==> config.mk <==
export PLATFORM = sky130hd
export DESIGN_NAME = ues_ctrl
export DESIGN_NICKNAME = d
export VERILOG_FILES = /design/src/shared/ues_pkg.sv /design/src/shared/ues_fifo_if.sv /design/src/ues_stat_fifo.sv /design/src/ues_ctrl.sv
export VERILOG_INCLUDE_DIRS = /design/src /design/src/shared
export SDC_FILE = /design/constraint.sdc
export NUM_CORES = 1
export LEC_CHECK = 0
export BUFFER_PORTS_ARGS = -buffer_cell sky130_fd_sc_hd__buf_2
export CAP_MARGIN = 40
export CORE_AREA = 2 2 81 83
export CTS_CLUSTER_DIAMETER = 40
export DETAILED_ROUTE_END_ITERATION = 12
export DIE_AREA = 0 0 83 85
export PLACE_DENSITY = 0.81
export SYNTH_ARGS = -nofsm -noshare
export SYNTH_HDL_FRONTEND = slang
export SYNTH_SLANG_ARGS = --single-unit
==> constraint.sdc <==
create_clock -name mclk -period 3.3 [get_ports mclk]
set_clock_uncertainty 0.05 [all_clocks]
set_input_delay 0.33 -clock mclk [delete_from_list [all_inputs] [get_ports mclk]]
set_output_delay 0.33 -clock mclk [all_outputs]
set_load 0.01 [all_outputs]
==> src/shared/ues_regs.svh <==
`ifndef UES_REGS_SVH
`define UES_REGS_SVH

// word offsets (byte addresses on the register bus)
`define UES_OFF_ERR_FLAG      6'h00
`define UES_OFF_ERR_EN        6'h04
`define UES_OFF_STATUS        6'h08
`define UES_OFF_CONTROL       6'h0C
`define UES_OFF_IRQ_STATUS    6'h10

// error flag / enable bit positions
`define UES_ERR_BIT_STUFF     7
`define UES_ERR_BUFFER        5
`define UES_ERR_TURNAROUND    4
`define UES_ERR_BYTE_ALIGN    3
`define UES_ERR_CRC16         2
`define UES_ERR_CRC5          1
`define UES_ERR_PIDCHECK      0
`define UES_ERR_IMPL_MASK     8'hBF

// control register fields
`define UES_CTL_SETUP_HOLD    5
`define UES_CTL_REMOTE_WAKE   2
`define UES_CTL_PINGPONG_CLR  1
`define UES_CTL_MODULE_EN     0
`define UES_CTL_IMPL_MASK     8'h25

// main interrupt status fields
`define UES_IRQ_TOKEN_DONE    3
`define UES_IRQ_ERROR         1

// status entry fields
`define UES_STAT_EP_HI        7
`define UES_STAT_EP_LO        4
`define UES_STAT_DIR          3
`define UES_STAT_ODD          2

// reset values
`define UES_RST_ERR_FLAG      8'h00
`define UES_RST_ERR_EN        8'h00
`define UES_RST_CONTROL       8'h00
`define UES_RST_PINGPONG      2'h0

// highest endpoint number and the double-buffered ones
`define UES_MAX_EP            4'h6
`define UES_PP_EP_FIRST       5

`endif

==> src/shared/ues_pkg.sv <==
package ues_pkg;
    typedef logic [7:0] ues_byte_t;

    typedef struct packed {
        logic [3:0] ep;
        logic       dir_in;
        logic       odd;
        logic [1:0] zero;
    } ues_stat_t;

    typedef enum logic [1:0] {
        UES_IDLE,
        UES_ANSWER
    } ues_bus_state_t;
endpackage

==> src/shared/ues_fifo_if.sv <==
`timescale 1ns/1ps
`default_nettype none
// push/pop carrier between the control slice and its status store
interface ues_fifo_if;
    import ues_pkg::*;
    logic      push;
    logic      pop;
    ues_byte_t push_data;
    ues_byte_t head_data;
    logic      head_valid;
    logic      full;

    modport ctrl
    (
        output push,
        output pop,
        output push_data,
        input  head_data,
        input  head_valid,
        input  full
    );
    modport store
    (
        input  push,
        input  pop,
        input  push_data,
        output head_data,
        output head_valid,
        output full
    );
endinterface
`default_nettype wire

==> src/ues_stat_fifo.sv <==
`timescale 1ns/1ps
`default_nettype none
`include "ues_regs.svh"
module ues_stat_fifo
#(
    parameter int DEPTH = 4
)
(
    input  wire logic mclk,
    input  wire logic resetn,
    ues_fifo_if.store f
);
    import ues_pkg::*;

    localparam int AW = $clog2(DEPTH);

    initial
    begin
        if (DEPTH < 2 || (DEPTH & (DEPTH - 1)) != 0)
            $error("status store depth must be a power of two, at least 2");
    end

    ues_byte_t         mem_q [DEPTH];
    logic [AW-1:0]     wr_q;
    logic [AW-1:0]     rd_q;
    logic [AW:0]       cnt_q;
    ues_byte_t         head_q;

    // a push into a full store is dropped; pop of an empty one is ignored
    wire do_push = f.push && (cnt_q != (AW+1)'(DEPTH));
    wire do_pop  = f.pop && (cnt_q != '0);
    wire [AW-1:0] rd_next = do_pop ? rd_q + AW'(1) : rd_q;
    wire [AW:0]   cnt_d   = cnt_q + (AW+1)'(do_push) - (AW+1)'(do_pop);

    assign f.full       = (cnt_q == (AW+1)'(DEPTH));
    assign f.head_valid = (cnt_q != '0);
    assign f.head_data  = head_q;

    // storage array; no reset needed, guarded by the count
    always_ff @(posedge mclk)
    begin
        if (do_push)
            mem_q[wr_q] <= f.push_data;
    end

    // pointers and count
    always_ff @(posedge mclk or negedge resetn)
    begin
        if (!resetn)
        begin
            wr_q  <= '0;
            rd_q  <= '0;
            cnt_q <= '0;
        end
        else
        begin
            wr_q  <= do_push ? wr_q + AW'(1) : wr_q;
            rd_q  <= rd_next;
            cnt_q <= cnt_d;
        end
    end

    // registered head; a push into an emptying store goes straight to the head
    always_ff @(posedge mclk or negedge resetn)
    begin
        if (!resetn)
            head_q <= 8'h00;
        else if (do_push && (cnt_q == '0 || (cnt_q == (AW+1)'(1) && do_pop)))
            head_q <= f.push_data;
        else if (do_pop)
            head_q <= mem_q[rd_next];
    end
endmodule
`default_nettype wire

==> src/ues_ctrl.sv <==
`timescale 1ns/1ps
`default_nettype none
`include "ues_regs.svh"
// Overview of operation
// each error enable bit gates its own error source onto the error bit
// status entry only valid while token-done flag is set
// every finished descriptor use pushes a new status entry; code pushes only while module-enable is set
// status entries queue in a four-deep byte store
// clearing token-done advances the visible status to the next entry
// a valid next entry re-raises token-done at once
// status bits 7..4 hold the endpoint number 0..6
// status bit 3 is 1 for IN, 0 for OUT
// status bit 2 is 1 for odd bank, 0 for even
// setup token sets setup-hold and stops packet traffic
// software clears setup-hold, then token processing resumes
// remote-wake bit drives resume signaling while set
// software times the resume signaling, not this block
// writing pingpong-clear forces every ping-pong selector to even
// ping-pong clear touches only endpoints 5 and 6
// module-enable bit enables the controller; transceiver unaffected
// setting module-enable clears ping-pong selectors and resets engine
// enabled error flags OR into one main error bit
// error flags set on detect, clear only on write-one
// unused bits read zero and ignore writes
module ues_ctrl
#(
    parameter int FIFO_DEPTH = 4
)
(
    input  wire logic              mclk,
    input  wire logic              resetn,
    // avalon-mm slave
    input  wire logic [5:0]        avs_address,
    input  wire logic              avs_read,
    input  wire logic              avs_write,
    input  wire logic [31:0]       avs_writedata,
    input  wire logic [3:0]        avs_byteenable,
    output logic [31:0]            avs_readdata,
    output logic                   avs_waitrequest,
    // serial engine side
    input  wire logic [7:0]        err_detect,
    input  wire logic              desc_done,
    input  wire logic [3:0]        desc_endpoint_number,
    input  wire logic              desc_dir_in,
    input  wire logic              desc_odd,
    input  wire logic              setup_token_seen,
    input  wire logic [1:0]        pingpong_toggle,
    output logic                   token_done_irq,
    output logic                   error_irq,
    output logic                   engine_hold,
    output logic                   engine_enable,
    output logic                   engine_reset,
    output logic                   resume_drive,
    output logic [1:0]             pingpong_sel,
    output logic                   status_overflow
);
    import ues_pkg::*;

    initial
    begin
        if (FIFO_DEPTH != 4)
            $error("the status store is specified four entries deep");
    end

    // ------------------------------------------------------------
    // registers and the status store
    // ------------------------------------------------------------
    ues_byte_t          error_flag_q;
    ues_byte_t          error_irq_enable_q;
    ues_byte_t          usb_control_q;
    logic               token_done_flag_q;
    logic [1:0]         pingpong_q;
    logic [1:0]         pingpong_d;
    logic               overflow_q;
    ues_bus_state_t     bus_state_q;
    logic [31:0]        rdata_q;

    ues_fifo_if fifo ();

    ues_stat_fifo #(.DEPTH(FIFO_DEPTH)) u_store
    (
        .mclk   (mclk),
        .resetn (resetn),
        .f      (fifo.store)
    );

    // ------------------------------------------------------------
    // bus decode
    // ------------------------------------------------------------
    // one wait cycle per access keeps read data registered
    wire       access    = (avs_read || avs_write) && (bus_state_q == UES_IDLE);
    wire       wr_take   = avs_write && (bus_state_q == UES_ANSWER);
    wire       rd_take   = avs_read && (bus_state_q == UES_IDLE);
    wire       lane0     = avs_byteenable[0];
    wire [7:0] wbyte     = avs_writedata[7:0];
    wire       wr_flag   = wr_take && lane0 && (avs_address == `UES_OFF_ERR_FLAG);
    wire       wr_en     = wr_take && lane0 && (avs_address == `UES_OFF_ERR_EN);
    wire       wr_ctl    = wr_take && lane0 && (avs_address == `UES_OFF_CONTROL);
    wire       wr_irq    = wr_take && lane0 && (avs_address == `UES_OFF_IRQ_STATUS);

    assign avs_waitrequest = (avs_read || avs_write) && (bus_state_q == UES_IDLE);
    assign avs_readdata    = rdata_q;

    // two-state handshake
    always_ff @(posedge mclk or negedge resetn)
    begin
        if (!resetn)
            bus_state_q <= UES_IDLE;
        else
            bus_state_q <= access ? UES_ANSWER : UES_IDLE;
    end

    // ------------------------------------------------------------
    // error flags and enables
    // ------------------------------------------------------------
    // set wins over a simultaneous write-one clear
    wire [7:0] err_clr   = wr_flag ? wbyte : 8'h00;
    wire [7:0] err_set   = err_detect & `UES_ERR_IMPL_MASK;
    wire [7:0] flag_d    = ((error_flag_q & ~err_clr) | err_set);

    assign error_irq = |(error_flag_q & error_irq_enable_q);

    always_ff @(posedge mclk or negedge resetn)
    begin
        if (!resetn)
        begin
            error_flag_q       <= `UES_RST_ERR_FLAG;
            error_irq_enable_q <= `UES_RST_ERR_EN;
        end
        else
        begin
            error_flag_q <= flag_d;
            if (wr_en)
                error_irq_enable_q <= wbyte & `UES_ERR_IMPL_MASK;
        end
    end

    // ------------------------------------------------------------
    // transaction status queue
    // ------------------------------------------------------------
    ues_stat_t new_entry;
    assign new_entry.ep     = desc_endpoint_number;
    assign new_entry.dir_in = desc_dir_in;
    assign new_entry.odd    = desc_odd;
    assign new_entry.zero   = 2'b00;

    assign fifo.push      = desc_done && usb_control_q[`UES_CTL_MODULE_EN];
    assign fifo.push_data = new_entry;
    // token-done clear by write-one retires the head entry
    wire tok_clear = wr_irq && wbyte[`UES_IRQ_TOKEN_DONE] && token_done_flag_q;
    assign fifo.pop = tok_clear;

    // the flag mirrors a valid head; after a pop it rises again next cycle
    // if another entry waits, so software always sees one entry per flag
    always_ff @(posedge mclk or negedge resetn)
    begin
        if (!resetn)
            token_done_flag_q <= 1'b0;
        else if (tok_clear)
            token_done_flag_q <= 1'b0;
        else
            token_done_flag_q <= fifo.head_valid;
    end

    assign token_done_irq = token_done_flag_q;

    // a completion lost to a full queue is reported, sticky until reset
    always_ff @(posedge mclk or negedge resetn)
    begin
        if (!resetn)
            overflow_q <= 1'b0;
        else if (fifo.push && fifo.full)
            overflow_q <= 1'b1;
    end

    assign status_overflow = overflow_q;

    // ------------------------------------------------------------
    // control register
    // ------------------------------------------------------------
    wire enable_rise = wr_ctl && wbyte[`UES_CTL_MODULE_EN]
                       && !usb_control_q[`UES_CTL_MODULE_EN];
    wire pp_clear    = wr_ctl && wbyte[`UES_CTL_PINGPONG_CLR];
    // setup token beats a software clear in the same cycle; software may only
    // clear the hold, so a stray 1 written to bit 5 never freezes the engine
    wire hold_set    = setup_token_seen && usb_control_q[`UES_CTL_MODULE_EN];
    wire hold_keep   = usb_control_q[`UES_CTL_SETUP_HOLD]
                       && !(wr_ctl && !wbyte[`UES_CTL_SETUP_HOLD]);

    always_ff @(posedge mclk or negedge resetn)
    begin
        if (!resetn)
            usb_control_q <= `UES_RST_CONTROL;
        else
        begin
            usb_control_q[`UES_CTL_SETUP_HOLD] <= hold_set | hold_keep;
            if (wr_ctl)
            begin
                usb_control_q[`UES_CTL_REMOTE_WAKE] <= wbyte[`UES_CTL_REMOTE_WAKE];
                usb_control_q[`UES_CTL_MODULE_EN]   <= wbyte[`UES_CTL_MODULE_EN];
            end
        end
    end

    // ping-pong selectors of the double-buffered endpoints only
    always_comb
    begin
        pingpong_d = pingpong_q ^ pingpong_toggle;
        if (pp_clear || enable_rise)
            pingpong_d = `UES_RST_PINGPONG;
    end

    always_ff @(posedge mclk or negedge resetn)
    begin
        if (!resetn)
            pingpong_q <= `UES_RST_PINGPONG;
        else
            pingpong_q <= pingpong_d;
    end

    assign pingpong_sel  = pingpong_q;
    assign engine_hold   = usb_control_q[`UES_CTL_SETUP_HOLD];
    assign engine_enable = usb_control_q[`UES_CTL_MODULE_EN];
    assign engine_reset  = enable_rise;
    // level only: software owns the signaling time
    assign resume_drive  = usb_control_q[`UES_CTL_REMOTE_WAKE];

    // ------------------------------------------------------------
    // read mux
    // ------------------------------------------------------------
    // status reads zero unless token-done is up, so stale data never shows
    wire [7:0] stat_view = token_done_flag_q ? fifo.head_data : 8'h00;
    wire [7:0] irq_view  = {4'h0, token_done_flag_q, 1'b0, error_irq, 1'b0};
    wire [7:0] rd_byte   =
        (avs_address == `UES_OFF_ERR_FLAG)   ? error_flag_q :
        (avs_address == `UES_OFF_ERR_EN)     ? error_irq_enable_q :
        (avs_address == `UES_OFF_STATUS)     ? stat_view :
        (avs_address == `UES_OFF_CONTROL)    ? (usb_control_q & `UES_CTL_IMPL_MASK) :
        (avs_address == `UES_OFF_IRQ_STATUS) ? irq_view : 8'h00;

    always_ff @(posedge mclk or negedge resetn)
    begin
        if (!resetn)
            rdata_q <= 32'h0000_0000;
        else if (rd_take)
            rdata_q <= {24'h00_0000, rd_byte};
    end
endmodule
`default_nettype wire

# Word level (Yosys, flattened, before mapping)
# Memories as Yosys holds them, arrays and structs flattened.
# Cells that the tools add are included.
# word_totals
n_memories	1
inputBits	64
wordCells	82
ramBits	24
out_inout_bits	42
reg_bits	46
# op_classes
add_sub_neg	4
n_bitwise	6
reduce_logical	34
n_mux	15
n_eq_ne	8
# mem_list
memory	depth	word_bits	read_ports	rd_clocked_by_memory_dff	write_ports	line	source
u_store.mem_q	4	6	1	0	1	ues_stat_fifo.sv:23	ues_byte_t mem_q [DEPTH];
# op_table
op	count
8-bit two-way mux	7
1-bit logical AND	22
8-bit AND	2
6-bit by 4-bit equality test with 1-bit output, second input constant	2
8-bit inverter	1
8-bit OR	1
8-bit OR reduction	1
6-bit by 3-bit equality test with 1-bit output, second input constant	1
6-bit by 5-bit equality test with 1-bit output, second input constant	1
6-bit logical NOT	1
6-bit two-way mux	1
2-bit by 1-bit adder with 2-bit output, second input constant	2
1-bit two-way mux	4
2-bit two-way mux	2
4-bit two-way mux	1
3-bit by 1-bit adder with 3-bit output	1
3-bit by 1-bit equality test with 1-bit output, second input constant	1
3-bit equality test, second input constant	1
1-bit logical NOT	3
3-bit logical NOT	1
1-bit logical OR	3
3-bit inequality test, second input constant	1
3-bit nonzero test	1
3-bit by 1-bit subtractor with 3-bit output	1
5 further kinds	5

# Logic depth before layout (Yosys ltp)
# logic_depth
ltp_word	11
depth_mapped	10
depth_no_buf	8

# Modules after synthesis
# A second synthesis with hierarchy kept.
# hier_totals
cells_unflattened	289
area_unflattened_um2	3688.5
# by_module_without_submodules
mod	area_each_um2	seq_area_each_um2	n_inst	cells_each
ues_stat_fifo	1975.6	1336.3	1	128
ues_ctrl	1712.9	775.7	1	161

# Worst setup path before layout
# No wires, ideal clock.
# synth_timing
path_kind	input to register
startpoint	input avs_address[2]
endpoint	register u_store.cnt_q[2]
cell_stages	8
setup_ns	0.123
path_slack_ns	1.108
n_path_buf	2
arrival_time_ns	2.019
required_ns	3.127
cell_sequence	buf_4 nor3b_4 nand4_2 clkbuf_1 or3_1 fa_1 xnor2_1 xnor2_1
# synth_via
elab_chain_cells	6
# synth_lines
element	line	source
start, declared	ues_ctrl.sv:33	input wire logic [5:0] avs_address,
6-bit by 5-bit equality test with 1-bit output (no source line)	n/a	
1-bit logical AND	ues_ctrl.sv:99	wire wr_irq = wr_take && lane0 && (avs_address == `UES_OFF_IRQ_STATUS);
1-bit logical AND (2 in series)	ues_ctrl.sv:150	wire tok_clear = wr_irq && wbyte[`UES_IRQ_TOKEN_DONE] && token_done_flag_q;
1-bit logical AND	ues_stat_fifo.sv:31	wire do_pop = f.pop && (cnt_q != '0);
3-bit by 1-bit subtractor with 3-bit output	ues_stat_fifo.sv:33	wire [AW:0] cnt_d = cnt_q + (AW+1)'(do_push) - (AW+1)'(do_pop);
named net u_store.cnt_d[2]	ues_stat_fifo.sv:33	
end signal, assigned	ues_stat_fifo.sv:59	cnt_q <= cnt_d;
end, declared	ues_stat_fifo.sv:26	logic [AW:0] cnt_q;
# The timed path passes the listed nets, and every way through them passes these cells.
# A chain may end at the register's enable or synchronous reset.

# Worst setup path in the final report
# layout_timing
startpoint	register u_store.cnt_q[1]
endpoint	register u_store.cnt_q[2]
# layout_via
elab_chain_cells	4
elab_cells_between_ends	6
cone_classes	2 x add/sub; 1 x eq/ne; 3 x reduce/logical
# layout_lines
element	line	source
3-bit inequality test	ues_stat_fifo.sv:30	wire do_push = f.push && (cnt_q != (AW+1)'(DEPTH));
1-bit logical AND	ues_stat_fifo.sv:30	
3-bit by 1-bit adder with 3-bit output	ues_stat_fifo.sv:33	
3-bit by 1-bit subtractor with 3-bit output *	ues_stat_fifo.sv:33	
named net u_store.cnt_d[2]	ues_stat_fifo.sv:33	
# The timed path passes the listed nets; every way through them passes the cells marked *.

==> flow_metrics.env <==
export IMPL_cp_arrival_ns=2.53
export IMPL_clock_sinks=68
export IMPL_vias=2149
export IMPL_cpPeakStageDelay_ns=0.39
export IMPL_critPathBufInv=0
export IMPL_setup_violations=0
export IMPL_cts_htree_levels=3
export IMPL_grt_pass1_vias=2100
export IMPL_whs_ns=0.112
export IMPL_synth_edff_count=24
export IMPL_ios=106
export IMPL_drv_slew=0
export IMPL_switching_share=0.260
export IMPL_final_hold_viol_count=0
export IMPL_fill_cells=482
export IMPL_fin_setup_tns_ns=0
export IMPL_period_needed_ns=2.32
export IMPL_hold_buffers=1
export IMPL_post_route_cell_area_mm2=0.00370
export IMPL_slowest_stage="dfrtp_1"
export IMPL_grt_max_degree=28
export IMPL_grt_use_total=0.181
export IMPL_crit_type="flip-flop to flip-flop"
export IMPL_multi_input_area_mm2=0.00124
export IMPL_ys_warn_count=0
export IMPL_fin_crit_sh=0.702
export IMPL_synth_top_area_frac=0.340
export IMPL_row_count=29
export IMPL_cts_buffer_depth=2
export IMPL_cts_resized_gates=0
export IMPL_place_ws_ns=0.880
export IMPL_endpoint_kind="flip-flop"
export IMPL_crit_top_cell="xnor2_1"
export IMPL_core_area_mm2=0.00620
export IMPL_relSlewSlack=0.558
export IMPL_max_slew_worst_pin_slew_ns=0.660
export IMPL_cp_required_ns=3.51
export IMPL_ys_seq_area_frac=0.562
export IMPL_yosys_area_top_type="dfrtp_1"
export IMPL_ys_top_cells_by_count="44 x dfrtp_1, 25 x buf_4, 24 x edfxtp_1, 18 x nand2_1, 17 x nor2_1"
export IMPL_syn_inst=269
export IMPL_cp_cell_sequence="or2_1 -> nor2_1 -> or3_1 -> nand2_1 -> ha_1 -> fa_1 -> xnor2_1 -> xnor2_1"
export IMPL_postLayoutCoreUtil=0.596
export IMPL_cp_max_fo=8
export IMPL_ant_nets=0
export IMPL_switchingPower_mw=0.528
export IMPL_setup_slack_ns=0.982
export IMPL_clk_pin_slew_ns=0.07
export IMPL_grt_pass1_wl_mm=9.87
export IMPL_ys_flop_type="dfrtp_1"
export IMPL_grt_setup_unrepaired="no"
export IMPL_hp_class="input pin to flip-flop"
export IMPL_leakagePower_nw=1.63
export IMPL_drc=0
export IMPL_p_int_mw=1.51
export IMPL_portBuffers=53
export IMPL_cpLargestDelayFamily="simple AND/OR/NAND/NOR gates"
export IMPL_regArea_mm2=0.00182
export IMPL_numCtsBuffers=9
export IMPL_status="finished clean"
export IMPL_post_cts_buffers=0
export IMPL_yosysUniqueCellTypes=45
export IMPL_ys_seq_elements=68
export IMPL_area_delta_synth_final_pct=14.1
export IMPL_clock_root_buffer="clkbuf_8"
export IMPL_dieArea_mm2=0.00706
export IMPL_r2r_slack_ns=0.98
export IMPL_via_per_inst=5.33
export IMPL_syn_area_mm2=0.00324
export IMPL_antenna_found_initial=0
export IMPL_synth_avg_cell_area_um2=12.1
export IMPL_layout_drive_gt1_share=0.276
export IMPL_drt_first_iter_violations=96
export IMPL_overflow=0
export IMPL_ys_top_cells_by_area="dfrtp_1 34%, edfxtp_1 22%, buf_4 5.8%"
export IMPL_start_util=0.522
export IMPL_cap_violations=0
export IMPL_powerDensity_mw_per_mm2=550
export IMPL_fmax_mhz=431
export IMPL_clk_latency_ns=0.35
export IMPL_clkPwrFrac=0.359
export IMPL_dr_pass1_iters=4
export IMPL_route_final_wire_length_mm=5.90
export IMPL_p_seq_frac=0.492
export IMPL_die_height_um=85
export IMPL_comb_power_share=0.150
export IMPL_async_flop_share=0.647
export IMPL_die_w_um=83
export IMPL_post_dp_hpwl_mm=4.43
export IMPL_yosysMostFrequentCell="dfrtp_1"
export IMPL_antenna_cells=0
export IMPL_place_area_mm2=0.00347
export IMPL_wl_per_cell_um=14.6
export IMPL_cts_tree="done"
export IMPL_cp_start_kind="flip-flop"
export IMPL_nets=391
export IMPL_gp_congestion=0.847
export IMPL_ir_worst_vdd_mv=0.290
## flip-flops by register name (all words and copies together) (netlist names)
signal	count
status_overflow	1
u_store.wr_q	2
engine_hold	1
avs_readdata	8
u_store.mem_q	24
error_irq_enable_q	7
bus_state_q	1
u_store.f.head_data	6
engine_enable	1
u_store.cnt_q	3
pingpong_sel	2
error_flag_q	8
resume_drive	1
token_done_irq	1
u_store.rd_q	2
## per-layer routing
| metal | vias to the layer above | GRT usage | routed length [um] |
|---|---|---|---|
| met4 | 0 | 0.0656 | 68 |
| li1 | 1040 | - | - |
| met1 | 1030 | 0.214 | 2520 |
| met5 | - | 0 | 0 |
| met2 | 73 | 0.304 | 2960 |
| met3 | 6 | 0.0691 | 348 |
## final timing paths
path,cells past startpoint,startpoint,endpoint
hold / removal,2,err_detect[1],error_flag_q[1]
max in group asynchronous,3,resetn,u_store.f.head_data[3]
setup / recovery,8,u_store.cnt_q[1],u_store.cnt_q[2]
setup reg to reg,8,u_store.cnt_q[1],u_store.cnt_q[2]
min in group asynchronous,2,resetn,bus_state_q[0]
hold reg to reg,1,bus_state_q[0],bus_state_q[0]
## final cells by class
cell class              instances  share of cell area
clock inverters                 3              0.0115
well taps                      77              0.0260
flip-flops and latches         68               0.493
repair buffers                 55              0.0798
inverters                       6             0.00609
clock buffers                  13              0.0484
multi-input cells             181               0.336
## power groups by stage
| stage | Combinational (mW) | Clock (mW) | Sequential, mW |
|---|---|---|---|
| 2_1_floorplan | 0.214 | 0 | 1.01 |
| 3_3_place_gp | 0.290 | 0 | 1.01 |
| 3_5_place_dp | 0.307 | 0 | 1.02 |
| 4_1_cts | 0.310 | 0.747 | 1.00 |
| 5_1_grt | 0.349 | 0.795 | 1.01 |
| 6_report | 0.304 | 0.730 | 1.00 |
## placed cells by master, fill, tap and decap left out, types with 7 or more instances in the layout
master,synthesis,routed
a21o_1,7,7
buf_2,2,53
clkbuf_8,0,13
conb_1,1,24
dfrtp_1,44,44
edfxtp_1,24,24
mux2_2,16,16
nand2_1,18,18
nand3_1,7,7
nor2_1,17,17
o21ai_0,7,7
## stage by stage
step                      instances  power, mW
after floorplan                 292       1.23
after global placement          385       1.30
after detailed placement        386       1.32
after CTS                       403       2.06
after global routing            403       2.16
final                           403       2.04
## cells by family (layout without fill, tap and decap cells)
| kind of cell | after synthesis | count (layout) | share of synthesized area |
|---|---|---|---|
| DFF | 68 | 68 | 0.562 |
| adders and majority gates | 6 | 6 | 0.0255 |
| AOI/OAI and AO/OA | 57 | 57 | 0.137 |
| other | 1 | 24 | 0.00116 |
| buffers and inverters | 43 | 77 | 0.0818 |
| xor gates and xnor gates | 7 | 7 | 0.0189 |
| muxes | 19 | 19 | 0.0648 |
| and+or+nand+nor | 68 | 68 | 0.109 |
No activity file was read; power rests on OpenSTA's default activity.
